<file path="config.mk">
export PLATFORM = sky130hd
export DESIGN_NAME = hbridge_serial_ctrl
export DESIGN_NICKNAME = d
export VERILOG_FILES = /design/src/common/hbridge_pkg.sv /design/src/rtl/pin_sync.sv /design/src/rtl/hbridge_serial_ctrl.sv
export VERILOG_INCLUDE_DIRS = /design/src /design/src/common
export SDC_FILE = /design/constraint.sdc
export NUM_CORES = 1
export LEC_CHECK = 0
export ABC_AREA = 1
export BUFFER_PORTS_ARGS = -buffer_cell sky130_fd_sc_hd__clkbuf_2
export CAP_MARGIN = 15
export CORE_MARGIN = 1
export CORE_UTILIZATION = 55
export DETAILED_ROUTE_END_ITERATION = 6
export GPL_TIMING_DRIVEN = 1
export PLACE_DENSITY = 0.78
export SLEW_MARGIN = 10
export SYNTH_ARGS = -nofsm -noshare
export SYNTH_HDL_FRONTEND = slang
export SYNTH_SLANG_ARGS = --single-unit
</file>
<file path="constraint.sdc">
create_clock -name clk_sys_i -period 3.4 [get_ports clk_sys_i]
set_clock_uncertainty 0.15 [all_clocks]
set_input_delay 0.34 -clock clk_sys_i [delete_from_list [all_inputs] [get_ports clk_sys_i]]
set_output_delay 0.34 -clock clk_sys_i [all_outputs]
set_load 0.05 [all_outputs]
</file>
<file path="src/common/hbridge_defines.svh">
// Purpose: Constants of the six-half-bridge serial control port.
// Assumes: Bit positions are those of the 16-bit serial words.
// Notes:   Definitions only; included by bare name.
`ifndef HBRIDGE_DEFINES_SVH
`define HBRIDGE_DEFINES_SVH

// ---------------------------------------------------------------------
// Word layout
// ---------------------------------------------------------------------
`define WORD_W        16
`define FRAME_BITS    5'h10
`define FRAME_OVER    5'h11
`define CNT_ZERO      5'h00
`define CNT_ONE       5'h01
`define CW_RESET      16'he000
`define CW_CLR        0
`define CW_SW_LO      1
`define CW_SW_HI      12
`define CW_OLD        13
`define CW_SCT        14
`define CW_SE         15
`define ST_WARN       0
`define ST_SW_LO      1
`define ST_SW_HI      12
`define ST_SC         13
`define ST_EN         14
`define ST_UV         15
`define ST_ALL_ONES   16'hffff
`define SW_N          12

// ---------------------------------------------------------------------
// Synchroniser lanes
// ---------------------------------------------------------------------
`define SYNC_W        20
`define SY_CS         0
`define SY_SCLK       1
`define SY_SDI        2
`define SY_HWEN       3
`define SY_SC         4
`define SY_UV         5
`define SY_OT         6
`define SY_WARN       7
`define SY_LD_LO      8
`define SY_LD_HI      19

`endif

</file>
<file path="src/common/hbridge_pkg.sv">
// Purpose: Types shared by the half-bridge serial control port.
// Assumes: Nothing beyond the defines header.
// Notes:   Holds the frame state type only.
package hbridge_pkg;

  // -------------------------------------------------------------------
  // Frame state
  // -------------------------------------------------------------------
  typedef enum logic [0:0] {
    LINK_IDLE  = 1'b0,
    LINK_FRAME = 1'b1
  } link_state_t;

endpackage

</file>
<file path="src/rtl/pin_sync.sv">
// Purpose: Two-flop synchroniser for asynchronous input lanes.
// Assumes: Each lane is a slow level relative to the system clock.
// Notes:   The first stage feeds only the second stage.
`timescale 1ns/1ns
`include "hbridge_defines.svh"

module pin_sync (
  // Clock and reset.
  input  wire logic               clk_sys_i,
  input  wire logic               reset_n_i,
  // Lanes.
  input  wire logic [`SYNC_W-1:0] async_i,
  output logic      [`SYNC_W-1:0] sync_o
);

  logic [`SYNC_W-1:0] stage1_r;
  logic [`SYNC_W-1:0] stage2_r;

  // -------------------------------------------------------------------
  // One pair of flops per lane; metastability settles in stage one.
  // -------------------------------------------------------------------
  genvar g;
  generate
    for (g = 0; g < `SYNC_W; g = g + 1) begin : g_lane
      always_ff @(posedge clk_sys_i or negedge reset_n_i) begin
        if (!reset_n_i) begin
          stage1_r[g] <= 1'b0;
          stage2_r[g] <= 1'b0;
        end else begin
          stage1_r[g] <= async_i[g];
          stage2_r[g] <= stage1_r[g];
        end
      end
    end
  endgenerate

  // Only the second stage leaves the module.
  assign sync_o = stage2_r;

endmodule

</file>
<file path="src/rtl/hbridge_serial_ctrl.sv">
// Purpose: Serial control port of a six-half-bridge load driver.
// Assumes: Link pins are asynchronous; the serial clock is far slower
//          than clk_sys_i and is found by sampling, not used as a clock.
// Notes:   Fault inputs are levels from the analog protection circuits.
`timescale 1ns/1ns
`include "hbridge_defines.svh"

// Function
// - Chip select falling starts a new frame.
// - New control word takes effect only at chip select rising.
// - Input bits are sampled on serial clock falling edges.
// - Data output is driven from chip select falling.
// - Data output changes only at chip select falling and on serial clock rising edges.
// - Data output is released while chip select is high.
// - Status word leaves least significant bit first, warning first.
// - Clear bit high clears supply, short and overheat indications.
// - Bits 1 to 12 switch low then high side per bridge.
// - Bit 13 low enables open-load detection.
// - Bit 14 high picks long short-circuit delay, low short.
// - Bit 15 is software run; serial port works in standby.
// - Disabled by software or pin turns all stages off.
// - Status bit 13 flags short circuit, bit 15 supply fail.
// - Overheat shutdown reports all sixteen status bits high.
module hbridge_serial_ctrl (
  // Clock and reset.
  input  wire logic                clk_sys_i,
  input  wire logic                reset_n_i,
  // Serial link.
  input  wire logic                cs_n_i,
  input  wire logic                sclk_i,
  input  wire logic                serial_in_line_i,
  output logic                     sdo_o,
  output logic                     sdo_oe_o,
  // Enable pin and protection levels.
  input  wire logic                hw_enable_i,
  input  wire logic                short_event_i,
  input  wire logic                supply_low_i,
  input  wire logic                overheat_i,
  input  wire logic                thermal_warning_i,
  input  wire logic [`SW_N-1:0]    load_status_i,
  // Driver controls.
  output logic      [`SW_N-1:0]    switch_on_o,
  output logic                     open_load_en_o,
  output logic                     long_delay_o,
  output logic                     enabled_o,
  output hbridge_pkg::link_state_t link_state_o
);
  import hbridge_pkg::*;

  // -------------------------------------------------------------------
  // Synchronised inputs
  // -------------------------------------------------------------------
  logic [`SYNC_W-1:0] async_w;
  logic [`SYNC_W-1:0] sync_w;

  assign async_w = {load_status_i, thermal_warning_i, overheat_i,
                    supply_low_i, short_event_i, hw_enable_i,
                    serial_in_line_i, sclk_i, cs_n_i};

  pin_sync u_sync (
    .clk_sys_i (clk_sys_i),
    .reset_n_i (reset_n_i),
    .async_i   (async_w),
    .sync_o    (sync_w)
  );

  logic cs_s;
  logic sclk_s;
  logic sdi_s;
  logic hwen_s;
  logic sc_s;
  logic uv_s;
  logic ot_s;
  logic [`SW_N-1:0] ld_s;
  assign cs_s   = sync_w[`SY_CS];
  assign sclk_s = sync_w[`SY_SCLK];
  assign sdi_s  = sync_w[`SY_SDI];
  assign hwen_s = sync_w[`SY_HWEN];
  assign sc_s   = sync_w[`SY_SC];
  assign uv_s   = sync_w[`SY_UV];
  assign ot_s   = sync_w[`SY_OT];
  assign ld_s   = sync_w[`SY_LD_HI:`SY_LD_LO];

  // Edge decode, used for both chip select and serial clock.
  function automatic logic fell(input logic prev, input logic cur);
    fell = prev & ~cur;
  endfunction

  // -------------------------------------------------------------------
  // Link group: state, shift registers, data output
  // -------------------------------------------------------------------
  link_state_t        state_r, state_nxt;
  logic               cs_prev_r, sclk_prev_r;
  logic [4:0]         cnt_r, cnt_nxt;
  logic [`WORD_W-1:0] rx_r, rx_nxt;
  logic [`WORD_W-1:0] tx_r, tx_nxt;
  logic               sdo_nxt;
  logic               oe_nxt;
  logic               cs_fall, cs_rise, sclk_fall, sclk_rise;
  logic               take_w;
  logic [`WORD_W-1:0] status_w;

  assign cs_fall   = fell(cs_prev_r, cs_s);
  assign cs_rise   = fell(cs_s, cs_prev_r);
  assign sclk_fall = fell(sclk_prev_r, sclk_s);
  assign sclk_rise = fell(sclk_s, sclk_prev_r);
  assign take_w    = cs_rise && (state_r == LINK_FRAME)
                     && (cnt_r == `FRAME_BITS);

  // Frame sequencing. The first bit is already on the line at select
  // falling, so the rising edge before the first falling edge must not
  // advance it; shifting waits until one bit has been taken.
  always_comb begin
    state_nxt = state_r;
    cnt_nxt   = cnt_r;
    rx_nxt    = rx_r;
    tx_nxt    = tx_r;
    sdo_nxt   = sdo_o;
    oe_nxt    = ~cs_s && (state_r == LINK_FRAME || cs_fall);
    case (state_r)
      LINK_IDLE: begin
        if (cs_fall) begin
          state_nxt = LINK_FRAME;
          cnt_nxt   = `CNT_ZERO;
          tx_nxt    = status_w;
          sdo_nxt   = status_w[`ST_WARN];
        end
      end
      LINK_FRAME: begin
        if (cs_rise) begin
          state_nxt = LINK_IDLE;
        end else begin
          if (sclk_fall && cnt_r != `FRAME_OVER) begin
            cnt_nxt = cnt_r + `CNT_ONE;
            // Bits past sixteen are counted but not shifted, so that a
            // long frame is refused at select rising.
            if (cnt_r < `FRAME_BITS) begin
              rx_nxt = {sdi_s, rx_r[`WORD_W-1:1]};
            end
          end
          if (sclk_rise && cnt_r != `CNT_ZERO) begin
            tx_nxt  = {1'b0, tx_r[`WORD_W-1:1]};
            sdo_nxt = tx_r[1];
          end
        end
      end
      default: state_nxt = LINK_IDLE;
    endcase
  end

  always_ff @(posedge clk_sys_i or negedge reset_n_i) begin
    if (!reset_n_i) begin
      state_r     <= LINK_IDLE;
      cs_prev_r   <= 1'b0; // Matches the synchroniser, so no false fall.
      sclk_prev_r <= 1'b0;
      cnt_r       <= `CNT_ZERO;
      rx_r        <= '0;
      tx_r        <= '0;
      sdo_o       <= 1'b0;
      sdo_oe_o    <= 1'b0;
    end else begin
      state_r     <= state_nxt;
      cs_prev_r   <= cs_s;
      sclk_prev_r <= sclk_s;
      cnt_r       <= cnt_nxt;
      rx_r        <= rx_nxt;
      tx_r        <= tx_nxt;
      sdo_o       <= sdo_nxt;
      sdo_oe_o    <= oe_nxt;
    end
  end

  assign link_state_o = state_r;

  // -------------------------------------------------------------------
  // Control group: control word, sticky flags, driver outputs
  // -------------------------------------------------------------------
  logic [`WORD_W-1:0] ctrl_r, ctrl_nxt;
  logic               sc_flag_r, sc_flag_nxt;
  logic               uv_flag_r, uv_flag_nxt;
  logic               ot_flag_r, ot_flag_nxt;
  logic               clr_w;
  logic               run_w;
  logic [`SW_N-1:0]   sw_stat_w;

  // A short frame is ignored whole, clear bit included.
  assign clr_w = take_w && rx_r[`CW_CLR];
  assign run_w = ctrl_r[`CW_SE] && hwen_s;

  // Flags are sticky; a fault present in the clearing cycle survives.
  always_comb begin
    ctrl_nxt    = take_w ? rx_r : ctrl_r;
    sc_flag_nxt = sc_s | (sc_flag_r & ~clr_w);
    uv_flag_nxt = uv_s | (uv_flag_r & ~clr_w);
    ot_flag_nxt = ot_s | (ot_flag_r & ~clr_w);
  end

  always_ff @(posedge clk_sys_i or negedge reset_n_i) begin
    if (!reset_n_i) begin
      ctrl_r         <= `CW_RESET;
      sc_flag_r      <= 1'b0;
      uv_flag_r      <= 1'b0;
      ot_flag_r      <= 1'b0;
      switch_on_o    <= '0;
      open_load_en_o <= 1'b0;
      long_delay_o   <= 1'b1;
      enabled_o      <= 1'b0;
    end else begin
      ctrl_r         <= ctrl_nxt;
      sc_flag_r      <= sc_flag_nxt;
      uv_flag_r      <= uv_flag_nxt;
      ot_flag_r      <= ot_flag_nxt;
      switch_on_o    <= ctrl_r[`CW_SW_HI:`CW_SW_LO]
                        & {`SW_N{run_w}};
      open_load_en_o <= ~ctrl_r[`CW_OLD];
      long_delay_o   <= ctrl_r[`CW_SCT];
      enabled_o      <= run_w;
    end
  end

  // -------------------------------------------------------------------
  // Status word
  // -------------------------------------------------------------------
  // With open-load detection on, the analog comparators report per
  // switch; otherwise the bit echoes whether the stage is on.
  assign sw_stat_w = ctrl_r[`CW_OLD] ? switch_on_o : ld_s;

  always_comb begin
    status_w             = '0;
    status_w[`ST_WARN]   = sync_w[`SY_WARN];
    status_w[`ST_SW_HI:`ST_SW_LO] = sw_stat_w;
    status_w[`ST_SC]     = sc_flag_r;
    status_w[`ST_EN]     = enabled_o;
    status_w[`ST_UV]     = uv_flag_r;
    if (ot_flag_r) begin
      status_w = `ST_ALL_ONES;
    end
  end
endmodule

</file>
# Word-level counts from Yosys, hierarchy flattened
# Index checks and enable logic that the tools add are counted.
[op_classes]
eq_ne = 6
n_reduce_logical = 12
n_lt_le_gt_ge = 1
n_addsub = 1
n_bitwise = 19
mux = 17
[op_table]
columns = ["op", "count"]
rows = [
  ["$mux W16", 4],
  ["$pmux W16 S2", 1],
  ["$mux W5", 3],
  ["$and A12 B12 Y12", 1],
  ["$mux W12", 1],
  ["$pmux W5 S2", 1],
  ["$not A1 Y1", 8],
  ["$and A1 B1 Y1", 7],
  ["$logic_and A1 B1 Y1", 7],
  ["$reduce_and A3 Y1", 2],
  ["$add A5 B1 Y5 const B", 1],
  ["$eq A5 B5 Y1 const B", 1],
  ["$lt A5 B5 Y1 const B", 1],
  ["$mux W1", 5],
  ["$ne A5 B5 Y1 const B", 1],
  ["$reduce_bool A5 Y1", 1],
  ["$ne A2 B1 Y1 const B", 2],
  ["$ne A2 B2 Y1 const B", 2],
  ["$pmux W1 S2", 2],
  ["$reduce_and A4 Y1", 1],
  ["$or A1 B1 Y1", 3],
  ["$logic_or A1 B1 Y1", 1],
]
[word_totals]
out_inout_bits = 18
in_bits = 22
word_cells = 112
regBits = 116

# Depth between registers and ports, before layout
# Gate-level depths: netlist (run 1).
[depth]
depth_word = 8
mapped_depth = 10
depth_no_buf = 10

# Cells and area by module
# A second synthesis (run 1) with hierarchy kept.
[unflattened]
hier_cells = 429
hier_area_um2 = 4404.2
[by_module_without_submodules]
columns = ["mod", "seq_area_each_um2", "area_each_um2", "cells_per_inst", "n_inst"]
rows = [
  ["hbridge_serial_ctrl", 1856.8, 3403.3, 389, 1],
  ["pin_sync", 1001.0, 1001.0, 40, 1],
]

# Worst setup path after synthesis (run 1)
# No wires, ideal clock.
[synth_timing]
kind = "reg-to-reg"
startpoint = "reg state_r, in the netlist link_state_o"
endpoint = "reg ctrl_r[1]"
setup_time_ns = 0.117
path_stages_with_launch = 8
arrival_ns = 1.415
slack_ns = 1.718
synth_period_minus_slack_ns = 1.682
required_time_ns = 3.133
n_path_buf = 2
cell_sequence = "dfrtp_1 buf_6 inv_4 nor3_4 nand2_2 buf_6 nand2_2 o21ai_2"
[synth_between]
elab_chain_cells = 2
[synth_rtl]
columns = ["element", "line_no", "rtl"]
rows = [
  ["start: declaration", "hbridge_serial_ctrl.sv:92", "link_state_t state_r, state_nxt;"],
  ["start signal: assignment", "hbridge_serial_ctrl.sv:162", "state_r <= state_nxt;"],
  ["$logic_and A1 B1 Y1 (2 in series)", "hbridge_serial_ctrl.sv:107", "assign take_w = cs_rise && (state_r == LINK_FRAME)"],
  ["end signal: assignment", "hbridge_serial_ctrl.sv:200", "ctrl_r <= `CW_RESET;"],
  ["end signal: assignment", "hbridge_serial_ctrl.sv:209", "ctrl_r <= ctrl_nxt;"],
  ["end: declaration", "hbridge_serial_ctrl.sv:178", "logic [`WORD_W-1:0] ctrl_r, ctrl_nxt;"],
]
# No other way between the ends.
# A chain may end at the register's enable or synchronous reset.

# Final worst setup path (run 1)
[layout_timing]
startpoint = "reg cnt_r[0]"
endpoint = "reg ctrl_r[5]"
[layout_between]
elab_chain_cells = 2
[layout_rtl]
columns = ["element", "line_no", "rtl"]
rows = [
  ["start: declaration", "hbridge_serial_ctrl.sv:94", "logic [4:0] cnt_r, cnt_nxt;"],
  ["start signal: assignment", "hbridge_serial_ctrl.sv:156", "cnt_r <= `CNT_ZERO;"],
  ["start signal: assignment", "hbridge_serial_ctrl.sv:165", "cnt_r <= cnt_nxt;"],
  ["$eq A5 B5 Y1 (no line)", "n/a", ""],
  ["$logic_and A1 B1 Y1", "hbridge_serial_ctrl.sv:107", ""],
]
# No other way between the ends.

==> results of run 1 <==
==> flip-flops by register name, indices dropped and copies added, names as in the netlist, 5 cells and up <==
name             flops
switch_on_o         12
cnt_r                5
tx_r                16
rx_r                16
u_sync.sync_o       20
u_sync.stage1_r     20
ctrl_r              15
==> how the worst max path moves through the flow <==
stage / endpoint / slack (ns) / depth (start not counted) / start
after CTS: ctrl_r[5] / 1.16 / 6 / cnt_r[0]
after detailed placement: ctrl_r[10] / 1.26 / 6 / cnt_r[0]
after global placement: ctrl_r[10] / 1.36 / 6 / cnt_r[0]
final: ctrl_r[5] / 1.19 / 6 / cnt_r[0]
after global routing: ctrl_r[11] / 1.02 / 6 / cnt_r[0]
after floorplan: ctrl_r[1] / 1.72 / 7 / link_state_o
==> what timing repair did <==
action                                  CTS  global route
endpoints found under the setup margin    0             0
hold buffers                             21             0
hold endpoints to repair                 70             0
setup buffers                             0             0
==> cell families (layout without fill, tap and decap cells) <==
| family | Yosys count | in the layout |
|---|---|---|
| fa+ha+maj | 3 | 3 |
| flops | 114 | 114 |
| simple gates | 204 | 204 |
| xor+xnor | 2 | 2 |
| buf+inv | 69 | 147 |
| compound gates | 37 | 37 |
==> Yosys cell counts <==
library cell and n:
buf_4 3, dfrtp_1 110, o21ai_0 9, nor3_4 1, nand4_1 1, o211ai_1 1, xor2_1 2, inv_1 50
clkbuf_2 1, a21oi_1 2, buf_6 7, nor2_2 1, nor3b_1 2, nand2_2 18, inv_2 2, clkbuf_1 1
dfstp_2 4, buf_2 4, or2_0 4, nand2_1 118, inv_4 1, or2_2 8, ha_1 3, nand3_1 31
nand2_4 1, nor2_1 19, o21ai_2 16, o21ai_1 9
==> routing by layer <==
| metal | vias to the layer above | wire, um |
|---|---|---|
| met2 | 94 | 4440 |
| met3 | 13 | 392 |
| met1 | 1455 | 3480 |
| li1 | 1446 | - |
| met5 | - | 0 |
| met4 | 0 | 136 |
==> power by group <==
group          internal [uW]  switching (uW)  total, uW  leakage, uW
Sequential              1500            77.4       1580      0.00141
Combinational            148             244        392     0.000958
Clock                   1040             572       1610     0.000259
==> critical path, cell delays in order (launching register included) <==
cell and delay (ns):
dfrtp_1 0.43, inv_1 0.10, ha_1 0.17, nor3b_1 0.34, nand2_2 0.56, nand2_2 0.23
o21ai_2 0.07
==> layout make-up <==
class                           instances  area share (%)
Sequential cell                       114            53.0
Clock buffer                           24            8.91
Inverter                               53            3.73
Multi-Input combinational cell        246            22.5
Tap cell                              102            2.37
Clock inverter                          8            1.44
Timing Repair Buffer                   62            8.07
==> through the flow <==
stage                     power, uW  instance area (um^2)  hold WS, ns  instances  worst slack, ns
final                          3580                  5400        0.197        609             1.19
after detailed placement       1960                  4630        0.186        556             1.26
after global placement         1940                  4630        0.184        556             1.36
after floorplan                1860                  4400       -0.106        429             1.72
after global routing           3750                  5400        0.202        609             1.02
after CTS                      3610                  5400        0.199        609             1.16
==> flow_metrics.py, run 1 <==
metrics = {
    "outcome": {
        "status": "complete, no violations",
    },
    "cts": {
        "path_clk_slew_ns": 0.05,
        "cts_tree": "done",
        "clk_latency_ns": 0.51,
        "cts.sinks": 114,
        "cts_made_buffers": 17,
        "clockBufferDepth": 2,
        "htree_num_levels": 4,
        "root_buffer": "clkbuf_8",
        "cts_resized": 0,
    },
    "synth": {
        "synth_warnings": 0,
        "synth-xor-area-share_pct": 0.398,
        "synthMuxAreaShare_pct": 0,
        "synth.ff_latch_count": 114,
        "syn_nets": 454,
        "synthTopCellsByArea": "dfrtp_1, nand2_1, inv_1",
        "netlist.top_cell.by_area": "dfrtp_1",
        "synthesis.area_um2": 4400,
        "synth_top_family_by_area": "simple AND/OR/NAND/NOR gates",
        "synth_top_area_share_pct": 62.5,
        "yosysSeqAreaShare_pct": 64.9,
        "synth_fa_ha_area_share_pct": 0.852,
        "ys_types": 28,
        "netlist_instances": 429,
        "yosys.area_share.simple_pct": 20.7,
        "synth_compound_area_share_pct": 5.63,
        "syn_area_per_cell_um2": 10.3,
    },
    "sta": {
        "slew_violations": 0,
        "setup_violations": 0,
        "fin_setup_tns_ns": 0,
        "min_period_ns": 2.21,
        "timing.fmax_mhz": 453,
        "slew_headroom_pct": 39.4,
        "worst_slew_pin_slew_ns": 0.909,
        "rsz0062_at_grt": "no",
        "hold_viol": 0,
        "fin_crit_sh_pct": 65.0,
    },
    "finish": {
        "final_util_pct": 69.8,
        "diodes": 0,
        "syn_to_final_growth_pct": 22.5,
        "seq_area_um2": 2860,
        "layout-drive-gt1-share_pct": 24.1,
        "final_cell_mix": "nand2_1, dfrtp_1, inv_1",
        "layout_commonest_cell": "nand2_1",
        "fill_cells": 512,
        "layout.nets": 519,
        "multiInputGateArea_um2": 1210,
    },
    "critical_path": {
        "worstPathMaxFanout": 30,
        "cp-end-kind": "register",
        "cp.required_ns": 3.61,
        "rrSetupSlack_ns": 1.19,
        "crit_type": "reg -> reg",
        "cp.arrival_ns": 2.42,
        "reg2reg_depth": 6,
        "start_kind": "register",
        "r2r-start": "cnt_r[0]",
        "rr_endpoint": "ctrl_r[5]",
    },
    "flow_run": {
        "drv_cap": 0,
    },
    "floorplan": {
        "std_cell_rows": 32,
        "fp.dieArea_um2": 8370,
        "die_h_um": 91.5,
        "core_area_um2": 7730,
        "die_w_um": 91.5,
        "io-pin-count": 40,
        "initial_utilization_pct": 57.0,
    },
    "global_route": {
        "grt_max_degree": 65,
        "grt_antenna_before_repair": 0,
        "use_met3_pct": 7.71,
        "grt-busiest-layer": "met2",
        "grt_util_met2_pct": 38.2,
        "grt_usage_pct": 23.1,
        "grt_overflow": 0,
        "grt_pass1_wl_um": 14400,
        "met1_usage_pct": 27.9,
        "grt_pass1_vias": 3112,
    },
    "place": {
        "io_buffers": 39,
        "gp_congestion": 0.840,
        "dpl.hpwl_um": 4950,
    },
    "worst_hold_path": {
        "hold_path_end": "u_sync.sync_o[4]",
        "min_from": "u_sync.stage1_r[4]",
        "hold_path_class": "reg -> reg",
        "holdPathStages": 0,
    },
    "routing": {
        "drc": 0,
        "ant_nets": 0,
        "dr_total_vias": 3008,
        "drtIter0Drc": 217,
        "dr.pass1.iters": 7,
        "wl_um": 8450,
        "via_per_inst": 4.94,
        "wl_per_cell_um": 13.9,
    },
    "power": {
        "vdd_drop_max_mv": 0.409,
        "powerDensity_nw_per_um2": 664,
        "leakagePower_uw": 0.00263,
    },
}
No activity file was read; power rests on OpenSTA's default activity.
==> inputs of run 2 (changes only) <==
--- a/config.mk
+++ b/config.mk
@@ -6,7 +6,7 @@
 export SDC_FILE = /design/constraint.sdc
 export NUM_CORES = 1
 export LEC_CHECK = 0
-export ABC_AREA = 1
+export ABC_AREA = 0
 export BUFFER_PORTS_ARGS = -buffer_cell sky130_fd_sc_hd__clkbuf_2
 export CAP_MARGIN = 15
 export CORE_MARGIN = 1
==> constraint.sdc (replaced) <==
create_clock -name clk_sys_i -period 2.2 [get_ports clk_sys_i]
set_clock_uncertainty 0.15 [all_clocks]
set_input_delay 0.22 -clock clk_sys_i [delete_from_list [all_inputs] [get_ports clk_sys_i]]
set_output_delay 0.22 -clock clk_sys_i [all_outputs]
set_load 0.05 [all_outputs]
==> run 2 against run 1 <==
  * First-iteration DRC count fell by 43%
  * Worst setup slack got worse by 1.0 ns
  * Power rose by 61%
  * Register-to-register slack got worse by 1.0 ns
==> flow_metrics.py, run 2 <==
metrics = {
    "outcome": {
        "status": "complete, no violations",
    },
    "critical_path": {
        "worstPathMaxFanout": 15,
        "rrSetupSlack_ns": 0.18,
        "r2r-start": "cnt_r[1]",
        "rr_endpoint": "tx_r[1]",
        "cp.arrival_ns": 2.25,
        "reg2reg_depth": 6,
        "cp-end-kind": "register",
        "crit_chain": "inv_1, ha_1, or4b_1, nand3b_1, nor3_4, a221o_1",
        "crit_type": "reg -> reg",
        "critPathBufInv": 1,
        "cp_slowest_cell": "or4b_1",
        "start_kind": "register",
        "cp.required_ns": 2.43,
        "slowest_delay_ns": 0.42,
        "cpLargestDelayFamily": "simple AND/OR/NAND/NOR gates",
    },
    "finish": {
        "layout_commonest_cell": "dfrtp_1",
        "syn_to_final_growth_pct": 26.9,
        "fill_cells": 442,
        "fin_cells": 462,
        "diodes": 0,
        "final_util_pct": 72.5,
        "final_cell_mix": "dfrtp_1, clkbuf_2, nor2_1, dlygate4sd3_1, mux2_2",
        "layout.nets": 376,
        "layout-drive-gt1-share_pct": 31.1,
    },
    "synth": {
        "synth-xor-area-share_pct": 0.423,
        "synth.ff_latch_count": 114,
        "synth_compound_area_share_pct": 7.82,
        "synthesis.area_um2": 4140,
        "syn_area_per_cell_um2": 14.7,
        "synth_common_cells": "dfrtp_1, nor2_1, mux2_2",
        "synthMuxAreaShare_pct": 9.30,
        "yosys.area_share.simple_pct": 9.93,
        "synth_ff_type": "dfrtp_1",
        "netlist.top_cell.by_area": "dfrtp_1",
        "synthTopCellsByArea": "dfrtp_1, mux2_2, a221o_1",
        "synth_top_area_share_pct": 66.4,
        "yosysMostFrequentCell": "dfrtp_1",
        "yosysSeqAreaShare_pct": 69.0,
        "synth_warnings": 0,
        "syn_nets": 307,
        "synthArstFlopShare_pct": 100,
        "netlist_instances": 282,
        "synth-edff-count": 0,
        "synth_fa_ha_area_share_pct": 0.906,
        "synth_top_family_by_area": "simple AND/OR/NAND/NOR gates",
        "ys_types": 39,
    },
    "global_route": {
        "grt_pass1_wl_um": 12600,
        "grt_util_met2_pct": 36.4,
        "grt-busiest-layer": "met2",
        "met1_usage_pct": 27.6,
        "grt_antenna_before_repair": 0,
        "grt_usage_pct": 22.8,
        "grt_pass1_vias": 2532,
        "use_met3_pct": 8.49,
        "grt_overflow": 0,
        "grt_max_degree": 48,
    },
    "place": {
        "gp_congestion": 0.847,
        "dpl.hpwl_um": 4590,
        "io_buffers": 39,
        "placed_cells": 410,
        "place_ws_ns": 0.142,
    },
    "power": {
        "powerDensity_nw_per_um2": 1100,
        "leakagePower_uw": 0.00255,
        "vdd_drop_max_mv": 0.595,
    },
    "sta": {
        "min_period_ns": 2.02,
        "timing.fmax_mhz": 496,
        "hold_viol": 0,
        "rsz0062_at_grt": "no",
        "worst_slack_ns": 0.184,
        "fin_setup_tns_ns": 0,
        "fin_crit_sh_pct": 91.6,
        "worst_slew_pin_slew_ns": 0.652,
        "slew_headroom_pct": 56.5,
        "slew_violations": 0,
        "setup_violations": 0,
    },
    "floorplan": {
        "io-pin-count": 40,
        "die_w_um": 88.8,
        "core_area_um2": 7250,
        "std_cell_rows": 31,
        "die_h_um": 88.8,
        "initial_utilization_pct": 57.1,
        "fp.dieArea_um2": 7890,
    },
    "cts": {
        "cts_tree": "done",
        "cts_setup_buffers": 0,
        "path_clk_slew_ns": 0.05,
        "root_buffer": "clkbuf_8",
        "clk_latency_ns": 0.50,
        "htree_num_levels": 4,
        "cts_made_buffers": 17,
        "cts.sinks": 114,
        "clockBufferDepth": 2,
    },
    "routing": {
        "drc": 0,
        "ant_nets": 0,
        "wl_per_cell_um": 16.5,
        "via_per_inst": 5.25,
        "dr_total_vias": 2427,
        "dr.pass1.iters": 4,
        "wl_um": 7640,
        "drtIter0Drc": 123,
    },
    "worst_hold_path": {
        "hold_path_class": "in -> async",
    },
    "flow_run": {
        "drv_cap": 0,
    },
}
run 2: changes by cell type in the layout (fill, tap and decap cells not counted), sizes merged, moves of 15 or more:
cell	previous run	this run
a221o	0	15
o21ai	34	4
nand3	31	6
mux2	0	30
nand2	137	5
inv	53	5
run 2: how the worst max path moves through the flow:
stage               end          from  cells after the start
6_report        tx_r[1]      cnt_r[1]                      6
5_1_grt         tx_r[1]      cnt_r[1]                      6
4_1_cts         tx_r[1]      cnt_r[0]                      6
3_5_place_dp    tx_r[7]      cnt_r[0]                      6
3_3_place_gp    tx_r[3]      cnt_r[0]                      6
2_1_floorplan  rx_r[10]  link_state_o                      5
run 2: layer usage:
layer | share of wire (%) | wire (um)
met1 | 43 | 3300
met2 | 53 | 4030
met3 | 2.8 | 217
met4 | 1.3 | 98
met5 | 0 | 0
run 2: per-stage QoR:
stage | cell area [um^2] | hold WS (ns) | total power (uW)
final | 5260 | 0.0918 | 5760
after global routing | 5260 | 0.118 | 6000
after CTS | 5250 | 0.0856 | 5810
after detailed placement | 4420 | 0.0801 | 2960
after global placement | 4420 | 0.0797 | 2930
after floorplan | 4140 | -0.226 | 2800
run 2: final cells by class:
type | count | area (um^2) | area share, %
multi-input cells | 148 | 1180 | 22.5
clock buffers | 22 | 463 | 8.81
flip-flops and latches | 114 | 2860 | 54.4
clock inverters | 9 | 154 | 2.93
inverters | 5 | 18.8 | 0.357
repair buffers | 65 | 458 | 8.71
well taps | 99 | 124 | 2.36
run 2: cells by family after synthesis:
family                     count (synthesis)
and+or+nand+nor                           73
xor gates and xnor gates                   2
buffers and inverters                     20
DFF                                      114
AOI/OAI and AO/OA                         39
adders and majority gates                  3
muxes                                     31
run 2: worst reg2reg max path: cells and delay by family, from the launching register on:
family                   cells  cell delay (ns)
flip-flops                   1             0.41
buffers and inverters        1             0.12
AND/OR/NAND/NOR              3             0.69
adder cells (fa/ha/maj)      1             0.16
AO/OA/AOI/OAI                1             0.37
run 2: power breakdown:
group / leakage [uW] / internal [uW] / switching [uW] / total (uW)
Clock: 0.000297 / 1920 / 879 / 2800
Combinational: 0.000830 / 267 / 218 / 485
Sequential: 0.00142 / 2310 / 164 / 2480
Total: 0.00255 / 4500 / 1260 / 5760
run 2: repair_timing:
action | CTS | global route
hold buffers | 21 | 0
gates resized for setup | 0 | 1
hold endpoints to repair | 133 | 0
endpoints found under the setup margin | 0 | 15
==> inputs of run 3 (changes only) <==
==> constraint.sdc (replaced) <==
create_clock -name clk_sys_i -period 1.88 [get_ports clk_sys_i]
set_clock_uncertainty 0.15 [all_clocks]
set_input_delay 0.188 -clock clk_sys_i [delete_from_list [all_inputs] [get_ports clk_sys_i]]
set_output_delay 0.188 -clock clk_sys_i [all_outputs]
set_load 0.05 [all_outputs]
==> run 3 against run 2 <==
  * The flow now finishes with violations (negative setup slack)
  * Critical path depth unchanged
  * Sequential cell count unchanged
  * Worst setup slack worse by 0.37 ns
  * First-iteration DRC count increased by 46%
  * Sequential power up 17%
  * Worst hold slack worse by 0.021 ns
  * Critical path type unchanged
  * Largest power group unchanged
==> flow_metrics.py, run 3 (synthesis gave the netlist of run 2 again) <==
metrics = {
    "sta": {
        "timing.fmax_mhz": 485,
        "hold_viol": 0,
        "slew_headroom_pct": 61.3,
        "min_period_ns": 2.06,
        "setup_violations": 16,
        "worst_slack_ns": -0.184,
        "worst_slew_pin_slew_ns": 0.580,
        "fin_crit_sh_pct": 110,
        "rsz0062_at_grt": "yes",
        "fin_setup_tns_ns": -2.05,
        "slew_violations": 0,
    },
    "power": {
        "vdd_drop_max_mv": 0.784,
        "leakagePower_uw": 0.00265,
        "powerDensity_nw_per_um2": 1280,
    },
    "place": {
        "place_area_um2": 4550,
        "place_ws_ns": -0.103,
        "io_buffers": 39,
        "dpl.hpwl_um": 4750,
        "gp_congestion": 0.865,
    },
    "finish": {
        "multiInputGateArea_um2": 1260,
        "layout.nets": 395,
        "syn_to_final_growth_pct": 32.9,
        "diodes": 0,
        "design_area_um2": 5510,
        "layout_commonest_cell": "dfrtp_1",
        "fill_cells": 427,
        "seq_area_um2": 2860,
        "final_util_pct": 75.9,
        "final_cell_mix": "dfrtp_1, clkbuf_2, nor2_1, dlygate4sd3_1, mux2_2",
        "layout-drive-gt1-share_pct": 36.6,
    },
    "global_route": {
        "grt_overflow": 0,
        "grt_max_degree": 45,
        "grt_pass1_wl_um": 14100,
        "grt_antenna_before_repair": 0,
        "grt_pass1_vias": 2708,
        "grt_usage_pct": 25.6,
    },
    "floorplan": {
        "core_area_um2": 7250,
        "fp.dieArea_um2": 7890,
        "initial_utilization_pct": 57.1,
        "io-pin-count": 40,
        "die_h_um": 88.8,
        "die_w_um": 88.8,
        "std_cell_rows": 31,
    },
    "cts": {
        "path_clk_slew_ns": 0.05,
        "cts.sinks": 114,
        "cts_made_buffers": 17,
        "cts_tree": "done",
        "htree_num_levels": 4,
        "root_buffer": "clkbuf_8",
        "clockBufferDepth": 2,
        "clk_latency_ns": 0.51,
    },
    "critical_path": {
        "cp.arrival_ns": 2.30,
        "rrSetupSlack_ns": -0.18,
        "cp.required_ns": 2.11,
        "cp-end-kind": "register",
        "crit_type": "reg -> reg",
        "start_kind": "register",
        "worstPathMaxFanout": 7,
    },
    "routing": {
        "dr.pass1.iters": 6,
        "wl_um": 9220,
        "dr_total_vias": 2717,
        "ant_nets": 0,
        "wl_per_cell_um": 19.1,
        "via_per_inst": 5.64,
        "drc": 0,
        "drtIter0Drc": 180,
    },
    "outcome": {
        "status": "complete, but fails checks",
        "violations": "negative setup slack",
    },
    "worst_hold_path": {
        "hold_path_class": "in -> async",
    },
    "flow_run": {
        "drv_cap": 0,
    },
}
==> run 3: final cells by class <==
class / instances / area share, %
tap: 99 / 2.25
clock buffer: 24 / 8.54
clock inverter: 8 / 2.75
timing repair buffer: 81 / 11.2
sequential: 114 / 51.9
multi-input combinational: 151 / 23.0
inverter: 5 / 0.386
==> run 3: routing by layer <==
| layer | GRT usage, % | wire (um) |
|---|---|---|
| met2 | 42.7 | 4930 |
| met4 | 10.3 | 201 |
| met3 | 9.24 | 374 |
| met5 | 0 | 0 |
| met1 | 30.5 | 3720 |
==> run 3: repair_timing <==
action | in CTS | in global routing
setup endpoints to repair | 16 | 28
gates cloned | 2 | 1
endpoints found under the hold margin | 116 | 0
resized for setup | 8 | 4
buffers inserted | 3 | 3
hold buffers | 21 | 0
pin swaps | 1 | 5
==> run 3: worst paths after layout <==
path                                    startpoint                  to  cells past startpoint
worst min-delay path                     reset_n_i           ctrl_r[5]                      2
min in group clk_sys_i                      cs_n_i  u_sync.stage1_r[0]                      2
worst max-delay path                      cnt_r[0]            tx_r[12]                      6
worst max register to register            cnt_r[0]            tx_r[12]                      6
worst min register to register  u_sync.stage1_r[8]    u_sync.sync_o[8]                      0
max in group asynchronous                reset_n_i        link_state_o                      3
==> run 3: report_power, final <==
group / internal (uW) / switching, uW
clock network: 2260 / 1080
registers: 2710 / 181
logic: 444 / 355
==> run 3: through the flow <==
| stage | instances | total power (uW) | hold slack (ns) |
|---|---|---|---|
| floorplan | 282 | 3280 | -0.258 |
| global placement | 420 | 3490 | 0.0697 |
| detailed placement | 420 | 3520 | 0.0753 |
| CTS | 478 | 7000 | 0.0737 |
| global route | 482 | 7250 | 0.110 |
| finish | 482 | 7030 | 0.0708 |
==> run 3: worst max-delay path, cell delays in order, from the launching register on <==
cell and delay (ns):
dfrtp_1 0.39, inv_2 0.08, ha_4 0.13, or4b_4 0.45
nand3b_1 0.22, nor3_2 0.14, a221o_1 0.38
